===== src/hw/sensor_cmd_pkg.sv =====
// Shared constants and types for the sensor setting and filter command block
package sensor_cmd_pkg;
  // Frame identifiers
  localparam logic [7:0] FRM_SET_READ = 8'h07;
  localparam logic [7:0] FRM_SET_READ_REPLY = 8'h08;
  localparam logic [7:0] FRM_SET_WRITE_ACK = 8'h13;
  localparam logic [7:0] FRM_TAPS_LOAD = 8'h0C;
  localparam logic [7:0] FRM_TAPS_READ = 8'h0D;
  localparam logic [7:0] FRM_TAPS_REPLY = 8'h0E;
  localparam logic [7:0] FRM_TAPS_ACK = 8'h14;
  localparam logic [7:0] FRM_MODE_SEL = 8'h2E;
  localparam logic [7:0] FRM_MODE_REPLY = 8'h2F;
  // Setting identifiers
  localparam logic [7:0] SID_BYTE_ORDER = 8'h06;
  localparam logic [7:0] SID_LINE_RATE = 8'h0E;
  localparam logic [7:0] SID_ANGLE_UNIT = 8'h0F;
  localparam logic [7:0] SID_ATT_CAL = 8'h10;
  localparam logic [7:0] SID_MAG_SLOT = 8'h12;
  localparam logic [7:0] SID_ACCEL_SLOT = 8'h13;
  // Values after reset and ranges
  localparam logic RST_BYTE_ORDER = 1'b1;
  localparam logic [3:0] RST_LINE_RATE = 4'hC;
  localparam logic [3:0] LINE_RATE_MAX = 4'hE;
  localparam logic RST_ANGLE_UNIT = 1'b0;
  localparam logic RST_ATT_CAL = 1'b1;
  localparam logic [2:0] RST_MAG_SLOT = 3'h0;
  localparam logic [1:0] RST_ACCEL_SLOT = 2'h0;
  localparam logic [1:0] ACCEL_SLOT_MAX = 2'h2;
  localparam logic [5:0] RST_TAP_COUNT = 6'h00;
  localparam logic RST_FLUSH_EN = 1'b0;
  // Filter payload fixed bytes, mode identifiers
  localparam logic [7:0] TAPS_FIXED0 = 8'h03;
  localparam logic [7:0] TAPS_FIXED1 = 8'h01;
  localparam logic [7:0] MODE_ID_CONT = 8'h00;
  localparam logic [7:0] MODE_ID_SYNC = 8'h64;
  // Units per full turn
  localparam logic [12:0] MILS_PER_TURN = 13'h1900;
  localparam logic [12:0] DEG_PER_TURN = 13'h0168;
  // Register byte addresses
  localparam logic [11:0] ADDR_CONTROL = 12'h000;
  localparam logic [11:0] ADDR_STATUS = 12'h004;
  localparam logic [11:0] ADDR_SETTINGS = 12'h008;
  localparam int CTL_FLUSH_BIT = 0;
  localparam int CTL_CLR_ERR_BIT = 1;

  typedef enum logic [2:0] {
    MODE_RUN = 3'b001,
    MODE_DORMANT = 3'b010,
    MODE_AWAKE = 3'b100
  } mode_state_t;

  typedef enum logic [1:0] {
    TX_IDLE = 2'b01,
    TX_SEND = 2'b10
  } tx_state_t;

  typedef enum logic [2:0] {
    RPL_NONE = 3'h0,
    RPL_WACK = 3'h1,
    RPL_READ = 3'h2,
    RPL_TACK = 3'h3,
    RPL_TREAD = 3'h4,
    RPL_MODE = 3'h5
  } reply_t;
endpackage


===== src/hw/fill_if.sv =====
// Link between command controller and filter fill tracker
interface fill_if;
  logic [5:0] tapCount;
  logic sample;
  logic flush;
  logic filled;
  logic [5:0] fillCount;
  modport ctrl(output tapCount, sample, flush, input filled, fillCount);
  modport tracker(input tapCount, sample, flush, output filled, fillCount);
endinterface


===== src/hw/fill_tracker.sv =====
// Counts samples entering the smoothing filter until every tap holds one
module fill_tracker
  import sensor_cmd_pkg::*;
(
  input wire logic sys_clk,
  input wire logic rst,
  input wire logic ce,
  fill_if.tracker fl
);
  logic [5:0] cnt_ff;
  logic [5:0] nxt_cnt;
  logic full_ff;
  logic nxt_full;

  always_comb begin
    nxt_cnt = cnt_ff;
    if (fl.flush) begin
      nxt_cnt = 6'h00;
    end else if (fl.sample && (cnt_ff < fl.tapCount)) begin
      nxt_cnt = cnt_ff + 6'h01;
    end
    nxt_full = (nxt_cnt >= fl.tapCount);
  end

  always_ff @(posedge sys_clk) begin
    if (rst) begin
      cnt_ff <= 6'h00;
      full_ff <= 1'b1;
    end else if (ce) begin
      cnt_ff <= nxt_cnt;
      full_ff <= nxt_full;
    end
  end

  assign fl.filled = full_ff;
  assign fl.fillCount = cnt_ff;
endmodule // fill_tracker


===== src/hw/sensor_cmd_ctrl.sv =====
// Setting, smoothing filter and single-shot mode command controller
//
// The APB register port and the register addresses were chosen for this implementation.
module sensor_cmd_ctrl
  import sensor_cmd_pkg::*;
#(
  parameter logic [7:0] SET_WRITE_ID = 8'h06,
  parameter int MAX_TAPS = 32
) (
  input wire logic sys_clk,
  input wire logic rst,
  input wire logic ce,
  input wire logic psel,
  input wire logic penable,
  input wire logic pwrite,
  input wire logic [11:0] paddr,
  input wire logic [31:0] pwdata,
  output logic [31:0] prdata,
  output logic pready,
  output logic pslverr,
  input wire logic rxValid,
  input wire logic [7:0] rxData,
  input wire logic rxFirst,
  input wire logic rxLast,
  input wire logic lineActivity,
  input wire logic txReady,
  output logic txValid,
  output logic [7:0] txData,
  output logic txFirst,
  output logic txLast,
  input wire logic sampleValid,
  input wire logic reportDone,
  output logic readingOk,
  output logic measureReq,
  output logic syncMode,
  output logic angleUnitMils,
  output logic [12:0] unitsPerTurn,
  output logic attitudeDuringCal,
  output logic [2:0] magSlot,
  output logic [1:0] accelSlot,
  output logic byteOrderBig,
  output logic [3:0] lineRateIdx
);
  fill_if fl ();

  // Coefficient stores: staged during a load, committed when it checks out
  logic [63:0] taps_ff [MAX_TAPS];
  logic [63:0] shadow_ff [MAX_TAPS];

  logic [7:0] frameId_ff, nxt_frameId;
  logic [8:0] byteIdx_ff, nxt_byteIdx;
  logic [7:0] argId_ff, nxt_argId;
  logic [7:0] ldCount_ff, nxt_ldCount;
  logic hdrOk_ff, nxt_hdrOk;
  logic [31:0] value_ff, nxt_value;
  logic mils_ff, nxt_mils;
  logic attCal_ff, nxt_attCal;
  logic [2:0] mag_ff, nxt_mag;
  logic [1:0] accel_ff, nxt_accel;
  logic order_ff, nxt_order;
  logic [3:0] rate_ff, nxt_rate;
  logic [5:0] tapCnt_ff, nxt_tapCnt;
  logic [12:0] turn_ff, nxt_turn;
  logic tapWe, commitTaps, loadReject, selCont, selSync;
  logic [4:0] tapWsel;
  logic [2:0] tapWlane;
  logic [8:0] nBytes, k;
  reply_t startKind;
  logic [7:0] curId;
  logic [1:0] leLane;
  logic commitDly_ff;

  function automatic logic countOk(input logic [7:0] c);
    countOk = ((c == 8'h00) || (c == 8'h04) || (c == 8'h08) ||
               (c == 8'h10) || (c == 8'h20)) && (32'(c) <= MAX_TAPS);
  endfunction

  // Value width in bytes of a setting, zero when unknown
  function automatic logic [2:0] valWidth(input logic [7:0] id);
    case (id)
      SID_BYTE_ORDER, SID_LINE_RATE, SID_ANGLE_UNIT, SID_ATT_CAL:
        valWidth = 3'h1;
      SID_MAG_SLOT, SID_ACCEL_SLOT: valWidth = 3'h4;
      default: valWidth = 3'h0;
    endcase
  endfunction

  function automatic logic [31:0] settingVal(input logic [7:0] id);
    case (id)
      SID_BYTE_ORDER: settingVal = {31'h0, order_ff};
      SID_LINE_RATE: settingVal = {28'h0, rate_ff};
      SID_ANGLE_UNIT: settingVal = {31'h0, mils_ff};
      SID_ATT_CAL: settingVal = {31'h0, attCal_ff};
      SID_MAG_SLOT: settingVal = {29'h0, mag_ff};
      SID_ACCEL_SLOT: settingVal = {30'h0, accel_ff};
      default: settingVal = 32'h0000_0000;
    endcase
  endfunction

  always_comb begin
    nxt_frameId = frameId_ff;
    nxt_byteIdx = byteIdx_ff;
    nxt_argId = argId_ff;
    nxt_ldCount = ldCount_ff;
    nxt_hdrOk = hdrOk_ff;
    nxt_value = value_ff;
    nxt_mils = mils_ff;
    nxt_attCal = attCal_ff;
    nxt_mag = mag_ff;
    nxt_accel = accel_ff;
    nxt_order = order_ff;
    nxt_rate = rate_ff;
    nxt_tapCnt = tapCnt_ff;
    tapWe = 1'b0;
    commitTaps = 1'b0;
    loadReject = 1'b0;
    selCont = 1'b0;
    selSync = 1'b0;
    startKind = RPL_NONE;
    k = byteIdx_ff - 9'h003;
    leLane = byteIdx_ff[1:0] - 2'h1;
    tapWsel = k[7:3];
    tapWlane = k[2:0];
    curId = rxFirst ? rxData : frameId_ff;
    nBytes = rxFirst ? 9'h000 : byteIdx_ff + 9'h001;
    if (rxValid) begin
      if (rxFirst) begin
        nxt_frameId = rxData;
        nxt_byteIdx = 9'h000;
        nxt_value = 32'h0000_0000;
        nxt_hdrOk = 1'b1;
      end else begin
        nxt_byteIdx = byteIdx_ff + 9'h001;
        if (byteIdx_ff == 9'h000) begin
          nxt_argId = rxData;
          nxt_hdrOk = (rxData == TAPS_FIXED0);
        end
        if ((byteIdx_ff == 9'h001) && (rxData != TAPS_FIXED1)) begin
          nxt_hdrOk = 1'b0;
        end
        if (byteIdx_ff == 9'h002) begin
          nxt_ldCount = rxData;
        end
        if ((byteIdx_ff >= 9'h001) && (byteIdx_ff <= 9'h004)) begin
          if (order_ff) begin
            nxt_value = {value_ff[23:0], rxData};
          end else begin
            nxt_value[8*leLane +: 8] = rxData;
          end
        end
        if ((frameId_ff == FRM_TAPS_LOAD) && (byteIdx_ff >= 9'h003) &&
            (byteIdx_ff < 9'h103)) begin
          tapWe = (32'(tapWsel) < MAX_TAPS);
        end
      end
      if (rxLast) begin
        if (curId == SET_WRITE_ID) begin
          startKind = RPL_WACK;
          case (nxt_argId)
            SID_BYTE_ORDER: nxt_order = (nxt_value != 32'h0);
            SID_LINE_RATE:
              if (nxt_value <= 32'(LINE_RATE_MAX)) begin
                nxt_rate = nxt_value[3:0];
              end
            SID_ANGLE_UNIT: nxt_mils = (nxt_value != 32'h0);
            SID_ATT_CAL: nxt_attCal = (nxt_value != 32'h0);
            SID_MAG_SLOT:
              if (nxt_value <= 32'h0000_0007) begin
                nxt_mag = nxt_value[2:0];
              end
            SID_ACCEL_SLOT:
              if (nxt_value <= 32'(ACCEL_SLOT_MAX)) begin
                nxt_accel = nxt_value[1:0];
              end
            default: ;
          endcase
        end else if (curId == FRM_SET_READ) begin
          startKind = RPL_READ;
        end else if (curId == FRM_TAPS_LOAD) begin
          startKind = RPL_TACK;
          if (nxt_hdrOk && countOk(nxt_ldCount) &&
              (nBytes == {nxt_ldCount[5:0], 3'b000} + 9'h003)) begin
            commitTaps = 1'b1;
            nxt_tapCnt = nxt_ldCount[5:0];
          end else begin
            loadReject = 1'b1;
          end
        end else if ((curId == FRM_TAPS_READ) && nxt_hdrOk) begin
          startKind = RPL_TREAD;
        end else if (curId == FRM_MODE_SEL) begin
          startKind = RPL_MODE;
          selCont = (nxt_argId == MODE_ID_CONT);
          selSync = (nxt_argId == MODE_ID_SYNC);
        end
      end
    end
    nxt_turn = nxt_mils ? MILS_PER_TURN : DEG_PER_TURN;
  end

  always_ff @(posedge sys_clk) begin
    if (rst) begin
      frameId_ff <= 8'h00;
      byteIdx_ff <= 9'h000;
      argId_ff <= 8'h00;
      ldCount_ff <= 8'h00;
      hdrOk_ff <= 1'b0;
      value_ff <= 32'h0000_0000;
      mils_ff <= RST_ANGLE_UNIT;
      attCal_ff <= RST_ATT_CAL;
      mag_ff <= RST_MAG_SLOT;
      accel_ff <= RST_ACCEL_SLOT;
      order_ff <= RST_BYTE_ORDER;
      rate_ff <= RST_LINE_RATE;
      tapCnt_ff <= RST_TAP_COUNT;
      turn_ff <= DEG_PER_TURN;
      commitDly_ff <= 1'b0;
    end else if (ce) begin
      frameId_ff <= nxt_frameId;
      byteIdx_ff <= nxt_byteIdx;
      argId_ff <= nxt_argId;
      ldCount_ff <= nxt_ldCount;
      hdrOk_ff <= nxt_hdrOk;
      value_ff <= nxt_value;
      mils_ff <= nxt_mils;
      attCal_ff <= nxt_attCal;
      mag_ff <= nxt_mag;
      accel_ff <= nxt_accel;
      order_ff <= nxt_order;
      rate_ff <= nxt_rate;
      tapCnt_ff <= nxt_tapCnt;
      turn_ff <= nxt_turn;
      commitDly_ff <= commitTaps;
    end
  end

  // Coefficient storage, canonical value regardless of byte order
  always_ff @(posedge sys_clk) begin
    if (ce && tapWe) begin
      if (order_ff) begin
        shadow_ff[tapWsel][8*(3'h7-tapWlane) +: 8] <= rxData;
      end else begin
        shadow_ff[tapWsel][8*tapWlane +: 8] <= rxData;
      end
    end
    // Copy a cycle late so the final coefficient byte is included
    if (ce && commitDly_ff) begin
      for (int i = 0; i < MAX_TAPS; i++) begin
        taps_ff[i] <= shadow_ff[i];
      end
    end
  end

  // Reply sequencer
  tx_state_t tx_ff, nxt_tx;
  reply_t kind_ff, nxt_kind;
  logic [8:0] txIdx_ff, nxt_txIdx;
  logic txValid_ff, nxt_txValid, txFirst_ff, nxt_txFirst;
  logic txLast_ff, nxt_txLast;
  logic [7:0] txData_ff, nxt_txData;
  logic modeReplyDone;

  function automatic logic [8:0] replyLast(input reply_t kd);
    case (kd)
      RPL_READ: replyLast = 9'h001 + {6'h00, valWidth(argId_ff)};
      RPL_TREAD: replyLast = {tapCnt_ff, 3'b000} + 9'h003;
      RPL_MODE: replyLast = 9'h001;
      default: replyLast = 9'h000;
    endcase
  endfunction

  function automatic logic [7:0] replyByte(input reply_t kd,
                                           input logic [8:0] i);
    logic [2:0] w;
    logic [31:0] v;
    logic [8:0] q;
    w = valWidth(argId_ff);
    v = settingVal(argId_ff);
    q = i - 9'h004;
    replyByte = 8'h00;
    case (kd)
      RPL_WACK: replyByte = FRM_SET_WRITE_ACK;
      RPL_TACK: replyByte = FRM_TAPS_ACK;
      RPL_MODE: replyByte = (i == 9'h000) ? FRM_MODE_REPLY : argId_ff;
      RPL_READ:
        if (i == 9'h000) begin
          replyByte = FRM_SET_READ_REPLY;
        end else if (i == 9'h001) begin
          replyByte = argId_ff;
        end else if (order_ff) begin
          replyByte = v[8*(w-i[2:0]+3'h1) +: 8];
        end else begin
          replyByte = v[8*(i[2:0]-3'h2) +: 8];
        end
      RPL_TREAD:
        if (i == 9'h000) begin
          replyByte = FRM_TAPS_REPLY;
        end else if (i == 9'h001) begin
          replyByte = TAPS_FIXED0;
        end else if (i == 9'h002) begin
          replyByte = TAPS_FIXED1;
        end else if (i == 9'h003) begin
          replyByte = {2'b00, tapCnt_ff};
        end else if (order_ff) begin
          replyByte = taps_ff[q[7:3]][8*(3'h7-q[2:0]) +: 8];
        end else begin
          replyByte = taps_ff[q[7:3]][8*q[2:0] +: 8];
        end
      default: replyByte = 8'h00;
    endcase
  endfunction

  assign modeReplyDone = (tx_ff == TX_SEND) && txReady && txLast_ff &&
                         (kind_ff == RPL_MODE);

  always_comb begin
    nxt_tx = tx_ff;
    nxt_kind = kind_ff;
    nxt_txIdx = txIdx_ff;
    nxt_txValid = txValid_ff;
    nxt_txFirst = txFirst_ff;
    nxt_txLast = txLast_ff;
    nxt_txData = txData_ff;
    unique case (tx_ff)
      TX_IDLE:
        if (startKind != RPL_NONE) begin
          nxt_tx = TX_SEND;
          nxt_kind = startKind;
          nxt_txIdx = 9'h000;
          nxt_txValid = 1'b1;
          nxt_txFirst = 1'b1;
          nxt_txLast = (startKind == RPL_WACK) || (startKind == RPL_TACK);
          nxt_txData = replyByte(startKind, 9'h000);
        end
      TX_SEND:
        if (txReady) begin
          if (txLast_ff) begin
            nxt_tx = TX_IDLE;
            nxt_txValid = 1'b0;
            nxt_txFirst = 1'b0;
            nxt_txLast = 1'b0;
          end else begin
            nxt_txIdx = txIdx_ff + 9'h001;
            nxt_txFirst = 1'b0;
            nxt_txLast = (nxt_txIdx == replyLast(kind_ff));
            nxt_txData = replyByte(kind_ff, nxt_txIdx);
          end
        end
      default: nxt_tx = TX_IDLE;
    endcase
  end

  always_ff @(posedge sys_clk) begin
    if (rst) begin
      tx_ff <= TX_IDLE;
      kind_ff <= RPL_NONE;
      txIdx_ff <= 9'h000;
      txValid_ff <= 1'b0;
      txFirst_ff <= 1'b0;
      txLast_ff <= 1'b0;
      txData_ff <= 8'h00;
    end else if (ce) begin
      tx_ff <= nxt_tx;
      kind_ff <= nxt_kind;
      txIdx_ff <= nxt_txIdx;
      txValid_ff <= nxt_txValid;
      txFirst_ff <= nxt_txFirst;
      txLast_ff <= nxt_txLast;
      txData_ff <= nxt_txData;
    end
  end

  // Operating mode
  mode_state_t mode_ff, nxt_mode;
  logic arm_ff, nxt_arm, meas_ff, nxt_meas;

  always_comb begin
    nxt_mode = mode_ff;
    nxt_arm = arm_ff;
    nxt_meas = 1'b0;
    unique case (mode_ff)
      MODE_RUN: ;
      MODE_DORMANT:
        if (lineActivity) begin
          nxt_mode = MODE_AWAKE;
          nxt_meas = 1'b1;
        end
      MODE_AWAKE:
        if (reportDone) begin
          nxt_mode = MODE_DORMANT;
        end
      default: nxt_mode = MODE_RUN;
    endcase
    if (selCont) begin
      nxt_mode = MODE_RUN;
      nxt_arm = 1'b0;
    end else if (selSync) begin
      nxt_arm = 1'b1;
    end else if (arm_ff && modeReplyDone) begin
      nxt_mode = MODE_AWAKE;
      nxt_arm = 1'b0;
      nxt_meas = 1'b1;
    end
  end

  always_ff @(posedge sys_clk) begin
    if (rst) begin
      mode_ff <= MODE_RUN;
      arm_ff <= 1'b0;
      meas_ff <= 1'b0;
    end else if (ce) begin
      mode_ff <= nxt_mode;
      arm_ff <= nxt_arm;
      meas_ff <= nxt_meas;
    end
  end

  // APB slave, zero wait states
  logic flushEn_ff, nxt_flushEn, loadErr_ff, nxt_loadErr;
  logic pready_ff, nxt_pready, pslverr_ff, nxt_pslverr;
  logic [31:0] prdata_ff, nxt_prdata;
  logic apbWr;

  assign apbWr = psel && penable && pwrite && pready_ff && !pslverr_ff;

  always_comb begin
    nxt_flushEn = flushEn_ff;
    nxt_loadErr = loadErr_ff;
    nxt_pready = psel && !penable;
    nxt_pslverr = 1'b0;
    nxt_prdata = 32'h0000_0000;
    if (psel && !penable) begin
      case (paddr)
        ADDR_CONTROL: nxt_prdata = {31'h0, flushEn_ff};
        ADDR_STATUS:
          nxt_prdata = {10'h000, tapCnt_ff, 2'b00, fl.fillCount,
                        3'b000, loadErr_ff, fl.filled, mode_ff};
        ADDR_SETTINGS:
          nxt_prdata = {20'h0_0000, rate_ff, order_ff, accel_ff, mag_ff,
                        attCal_ff, mils_ff};
        default: nxt_pslverr = 1'b1;
      endcase
    end
    if (apbWr && (paddr == ADDR_CONTROL)) begin
      nxt_flushEn = pwdata[CTL_FLUSH_BIT];
      if (pwdata[CTL_CLR_ERR_BIT]) begin
        nxt_loadErr = 1'b0;
      end
    end
    if (loadReject) begin
      nxt_loadErr = 1'b1;
    end
  end

  always_ff @(posedge sys_clk) begin
    if (rst) begin
      flushEn_ff <= RST_FLUSH_EN;
      loadErr_ff <= 1'b0;
      pready_ff <= 1'b0;
      pslverr_ff <= 1'b0;
      prdata_ff <= 32'h0000_0000;
    end else if (ce) begin
      flushEn_ff <= nxt_flushEn;
      loadErr_ff <= nxt_loadErr;
      pready_ff <= nxt_pready;
      pslverr_ff <= nxt_pslverr;
      prdata_ff <= nxt_prdata;
    end
  end

  assign fl.tapCount = tapCnt_ff;
  assign fl.sample = sampleValid;
  assign fl.flush = (reportDone && flushEn_ff) || commitTaps;

  fill_tracker u_fill (
    .sys_clk(sys_clk),
    .rst(rst),
    .ce(ce),
    .fl(fl)
  );

  assign prdata = prdata_ff;
  assign pready = pready_ff;
  assign pslverr = pslverr_ff;
  assign txValid = txValid_ff;
  assign txData = txData_ff;
  assign txFirst = txFirst_ff;
  assign txLast = txLast_ff;
  assign readingOk = fl.filled;
  assign measureReq = meas_ff;
  assign syncMode = (mode_ff != MODE_RUN);
  assign angleUnitMils = mils_ff;
  assign unitsPerTurn = turn_ff;
  assign attitudeDuringCal = attCal_ff;
  assign magSlot = mag_ff;
  assign accelSlot = accel_ff;
  assign byteOrderBig = order_ff;
  assign lineRateIdx = rate_ff;
endmodule // sensor_cmd_ctrl


===== config.mk =====
export PLATFORM = sky130hd
export DESIGN_NAME = sensor_cmd_ctrl
export DESIGN_NICKNAME = d
export VERILOG_FILES = /design/src/hw/sensor_cmd_pkg.sv /design/src/hw/fill_if.sv /design/src/hw/fill_tracker.sv /design/src/hw/sensor_cmd_ctrl.sv
export SDC_FILE = /design/constraint.sdc
export NUM_CORES = 2
export LEC_CHECK = 0
export BUFFER_PORTS_ARGS = -buffer_cell sky130_fd_sc_hd__buf_4
export CAP_MARGIN = 25
export CELL_PAD_IN_SITES_DETAIL_PLACEMENT = 2
export CELL_PAD_IN_SITES_GLOBAL_PLACEMENT = 2
export CORE_MARGIN = 10
export CORE_UTILIZATION = 44
export DETAILED_ROUTE_END_ITERATION = 8
export PLACE_DENSITY_LB_ADDON = 0.1
export SLEW_MARGIN = 10
export SYNTH_ARGS = -nofsm -noshare
export SYNTH_HDL_FRONTEND = slang
export SYNTH_SLANG_ARGS = --single-unit

===== constraint.sdc =====
create_clock -name sys_clk -period 58.7 [get_ports sys_clk]
set_clock_uncertainty 0.05 [all_clocks]
set_input_delay 8.805 -clock sys_clk [delete_from_list [all_inputs] [get_ports sys_clk]]
set_output_delay 8.805 -clock sys_clk [all_outputs]
set_load 0.02 [all_outputs]

==> results of run 1 <==
-- cells in the mapped netlist, types with 25 or more instances --
| library cell | instances |
|---|---|
| edfxtp_1 | 4096 |
| nand2_1 | 1234 |
| nor2_1 | 513 |
| nand3_1 | 350 |
| clkbuf_1 | 270 |
| mux2i_1 | 222 |
| mux4_2 | 155 |
| dfxtp_1 | 147 |
| a32oi_1 | 144 |
| a31oi_1 | 127 |
| a21oi_1 | 125 |
| nand4_1 | 110 |
| o21ai_0 | 86 |
| buf_2 | 82 |
| buf_1 | 81 |
| a22oi_1 | 79 |
| and3_1 | 66 |
| nor3_1 | 63 |
| a211oi_1 | 62 |
| nor2b_1 | 57 |
| and2_1 | 37 |
| inv_1 | 34 |
| ha_1 | 32 |
| nor4_1 | 30 |
| o211ai_1 | 27 |
| a311oi_1 | 25 |
| buf_4 | 25 |
-- cell families after synthesis --
group,after synthesis
AO/OA/AOI/OAI,857
other,2
multiplexers,398
flip-flops,4243
buffers and inverters,494
AND/OR/NAND/NOR,2570
XOR/XNOR,35
adder cells (fa/ha/maj),32
-- stage by stage --
step	hold WS, ns	cell area (um^2)
after floorplan	0.3503	152300
after global placement	0.3500	159500
==> impl_metrics.py, run 1 <==
metrics = {
    "run_status": {
        "outcome": "did not finish",
        "lastStage": "detailed placement (3_5_place_dp)",
        "error": "[ERROR DPL-0033] detailed placement checks failed during check placement.",
    },
    "logic_synthesis": {
        "synth_top_family_by_area": "simple AND/OR/NAND/NOR gates",
        "synth_compound_area_frac": 0.04041,
        "synthCells": 8631,
        "yosys.area.top_type": "edfxtp_1",
        "synthArstFlopShare": 0,
        "synth_seq_area_share": 0.8274,
        "yosys_register_bits": 4243,
        "synth_top_cell_area_share": 0.8081,
        "synth_xor_area_frac": 0.002195,
        "netlist_area_um2": 152200,
        "syn_area_per_cell_um2": 17.63,
        "synth_warnings": 0,
        "synth-edff-count": 4096,
        "synthDistinctLibCells": 87,
        "synth_adder_area_share": 0.002631,
        "synth_simple_gate_area_frac": 0.07471,
        "synth-main-ff-cell": "edfxtp_1",
        "synth_mux_area_frac": 0.03909,
        "ys_top_cells_by_area": "edfxtp_1 (81%), nand2_1 (3.0%), mux4_2 (2.3%)",
    },
    "floorplanning": {
        "rows": 215,
        "initial_core_util": 0.4427,
        "die_y_um": 608.2,
        "ios": 138,
        "die_w_um": 608.2,
    },
    "place": {
        "gp_congestion": 0.8299,
        "numPortBuffers": 87,
        "hpwl_um": 390200,
    },
}
==> inputs of run 2 (changes only) <==
Settings changed: CELL_PAD_IN_SITES_DETAIL_PLACEMENT 2 to default, CELL_PAD_IN_SITES_GLOBAL_PLACEMENT 2 to default, CORE_UTILIZATION 44 to 40, PLACE_DENSITY_LB_ADDON 0.1 to 0.15.
Clock period 58.7 ns to 76.3 ns, I/O delays scaled along.
==> impl_metrics.py, run 2 <==
metrics = {
    "place": {
        "gp_congestion": 0.8520,
        "numPortBuffers": 87,
        "hpwl_um": 277600,
        "post-place-cells": 13610,
        "pre_cts_slack_ns": 59.55,
    },
    "critical_path": {
        "path_cells": "buf_4, clkinv_1, nand3_1, mux2i_1, a31oi_1, nor3_1, a31oi_1, nor3_1, a22o_1, or2_2, ha_1, nand2b_1, a21o_1, a21oi_1, nor2b_1, o21ai_0, nand2b_1, a21oi_1, a21oi_1, or2_2",
        "reg2reg_depth": 16,
        "crit_start": "rxFirst",
        "r2r-end": "txData[2]",
        "crit_family": "simple AND/OR/NAND/NOR gates",
        "worstSetupStartpointType": "input pin",
        "crit_top_cell": "a21oi_1",
        "cp-endpoint": "u_fill.fl.filled",
        "end_kind": "flip-flop",
        "r2r_slack_ns": 68.01,
        "r2r_start": "txIdx_ff[0]",
        "crit_slowest_cell": "mux2i_1",
        "path_depth": 20,
        "path_buf_inv": 2,
        "arrival_ns": 16.73,
        "critPathKind": "input pin to flip-flop",
        "critPathMaxFanout": 43,
        "crit_required_ns": 77.10,
        "cpPeakStageDelay_ns": 0.68,
    },
    "logic_synthesis": {
        "synth_common_cells": "edfxtp_1 (4096), nand2_1 (1234), nor2_1 (513)",
        "synth_seq_area_share": 0.8274,
        "synth-edff-count": 4096,
        "synth_most_common_cell": "edfxtp_1",
        "synthDistinctLibCells": 87,
        "synthArstFlopShare": 0,
        "synth_warnings": 0,
        "netlist_area_um2": 152200,
        "yosys.area.top_type": "edfxtp_1",
        "synth_top_cell_area_share": 0.8081,
        "synth-main-ff-cell": "edfxtp_1",
        "syn_area_per_cell_um2": 17.63,
        "synthCells": 8631,
        "yosys_register_bits": 4243,
        "ys_top_cells_by_area": "edfxtp_1 (81%), nand2_1 (3.0%), mux4_2 (2.3%)",
    },
    "global_route": {
        "groute.usage.overall": 0.2170,
        "grt_overflow": 0,
        "grt_max_degree": 176,
        "grt_pass1_wl_um": 625200,
        "antenna_found_initial": 64,
        "grt_pass1_vias": 79080,
    },
    "run": {
        "cap_viol_max_count": 0,
    },
    "sta": {
        "slew_headroom": 0.2403,
        "hold_viol": 0,
        "max_freq_mhz": 62.78,
        "finalSetupTns_ns": 0,
        "setup_viol_count_final": 0,
        "period_share": 0.2087,
        "fin_crit_ns": 15.93,
        "slew_viol_final": 0,
        "rsz0062_at_grt": "no",
        "worst_pin_slew_ns": 1.135,
        "setup_slack_ns": 60.37,
    },
    "finish": {
        "layout_common_cells": "edfxtp_1 (4096), nand2_1 (1200), nor2_1 (492)",
        "final_cells": 14500,
        "nFillCells": 32320,
        "register_area_um2": 125900,
        "largestRegisters": "shadow_ff x2048, taps_ff x2048, value_ff x32",
        "final_common_cell": "edfxtp_1",
        "multi_input_area_um2": 24820,
        "drive_above_1_share": 0.1460,
        "fin_nets": 9170,
        "syn_to_final_growth_pct": 14.91,
    },
    "clock_network": {
        "cts_sinks": 4243,
        "postCtsSetupBuffers": 0,
        "clk_latency_ns": 0.98,
        "root_buffer": "clkbuf_16",
        "cts_hold_buf": 0,
        "clockBufferDepth": 4,
        "cts_tree": "done",
        "cts_buffers": 429,
        "clk_pin_slew_ns": 0.06,
        "post_cts_resized": 0,
        "h-tree-depth": 5,
    },
    "power": {
        "power.density_nw_per_um2": 26.44,
        "p_leak_nw": 56.75,
        "ir_drop_uv": 21.55,
    },
    "floorplanning": {
        "die_y_um": 636.9,
        "die_area_um2": 405600,
        "ios": 138,
        "initial_core_util": 0.4017,
        "die_w_um": 636.9,
        "coreArea_um2": 378900,
        "rows": 226,
    },
    "detailed_routing": {
        "post_drt_via_cell_ratio": 5.669,
        "wl_per_cell_um": 31.49,
        "drtAntennaViolNets": 0,
        "drc": 0,
        "vias": 82170,
        "drt_iter0_markers": 10660,
        "dr.pass1.iters": 5,
        "wl_um": 456500,
    },
    "run_status": {
        "outcome": "completed",
    },
    "hold_path": {
        "hold_path.class": "flip-flop to flip-flop",
    },
}
==> run 2: metrics by stage <==
step / power [mW] / utilization / hold slack, ns / instance area (um^2)
6_report: 4.625 / 0.4616 / 0.3244 / 174900
5_1_grt: 4.752 / 0.4613 / 0.3444 / 174800
4_1_cts: 4.658 / 0.4602 / 0.3327 / 174400
3_5_place_dp: 2.599 / 0.4237 / 0.3545 / 160600
3_3_place_gp: 2.598 / 0.4219 / 0.3501 / 159900
2_1_floorplan: 2.586 / - / 0.3503 / 152300
==> run 2: cell families (layout without fill, tap and decap cells) <==
| family | Yosys count | after routing | synth area share |
|---|---|---|---|
| other | 2 | 60 | 0.00004934 |
| buffers and inverters | 494 | 1284 | 0.01347 |
| AO/OA/AOI/OAI | 857 | 857 | 0.04041 |
| XOR/XNOR | 35 | 35 | 0.002195 |
| flip-flops | 4243 | 4243 | 0.8274 |
| multiplexers | 398 | 398 | 0.03909 |
| adder cells (fa/ha/maj) | 32 | 32 | 0.002631 |
| AND/OR/NAND/NOR | 2570 | 2570 | 0.07471 |
==> run 2: final cells by class <==
class                           count  share of cell area
Clock inverter                    265             0.01471
Clock buffer                      532             0.06431
Timing Repair Buffer              451             0.02173
Inverter                           36           0.0008155
Antenna cell                       40           0.0005723
Tap cell                         5016             0.03588
Sequential cell                  4243              0.7201
Multi-Input combinational cell   3912              0.1419
==> run 2: per-layer routing <==
layer  GRT usage  up-vias  share of wire
met4     0.08911       31          0.043
met3     0.04974      753          0.095
met2      0.3332     4018           0.45
met1      0.2997    42920           0.41
met5           0        -        0.00051
li1            -    34450              -
==> run 2: how the worst min path moves through the flow <==
stage / slack [ns] / depth (start not counted) / to / from
2_1_floorplan: 0.35 / 0 / taps_ff[0][0] / shadow_ff[0][0]
3_3_place_gp: 0.35 / 0 / taps_ff[11][0] / shadow_ff[11][0]
3_5_place_dp: 0.35 / 0 / taps_ff[0][10] / shadow_ff[0][10]
4_1_cts: 0.33 / 0 / taps_ff[27][42] / shadow_ff[27][42]
5_1_grt: 0.34 / 0 / taps_ff[31][15] / shadow_ff[31][15]
6_report: 0.32 / 0 / taps_ff[26][15] / shadow_ff[26][15]
==> run 2: where the power goes <==
part	internal, mW	switching (mW)	leakage (nW)
logic	0.00639	0.0230	12.3
clock network	1.19	0.885	6.72
registers	2.52	0.000944	37.7
total	3.72	0.909	56.8
Power figures use the tool's default switching activity.
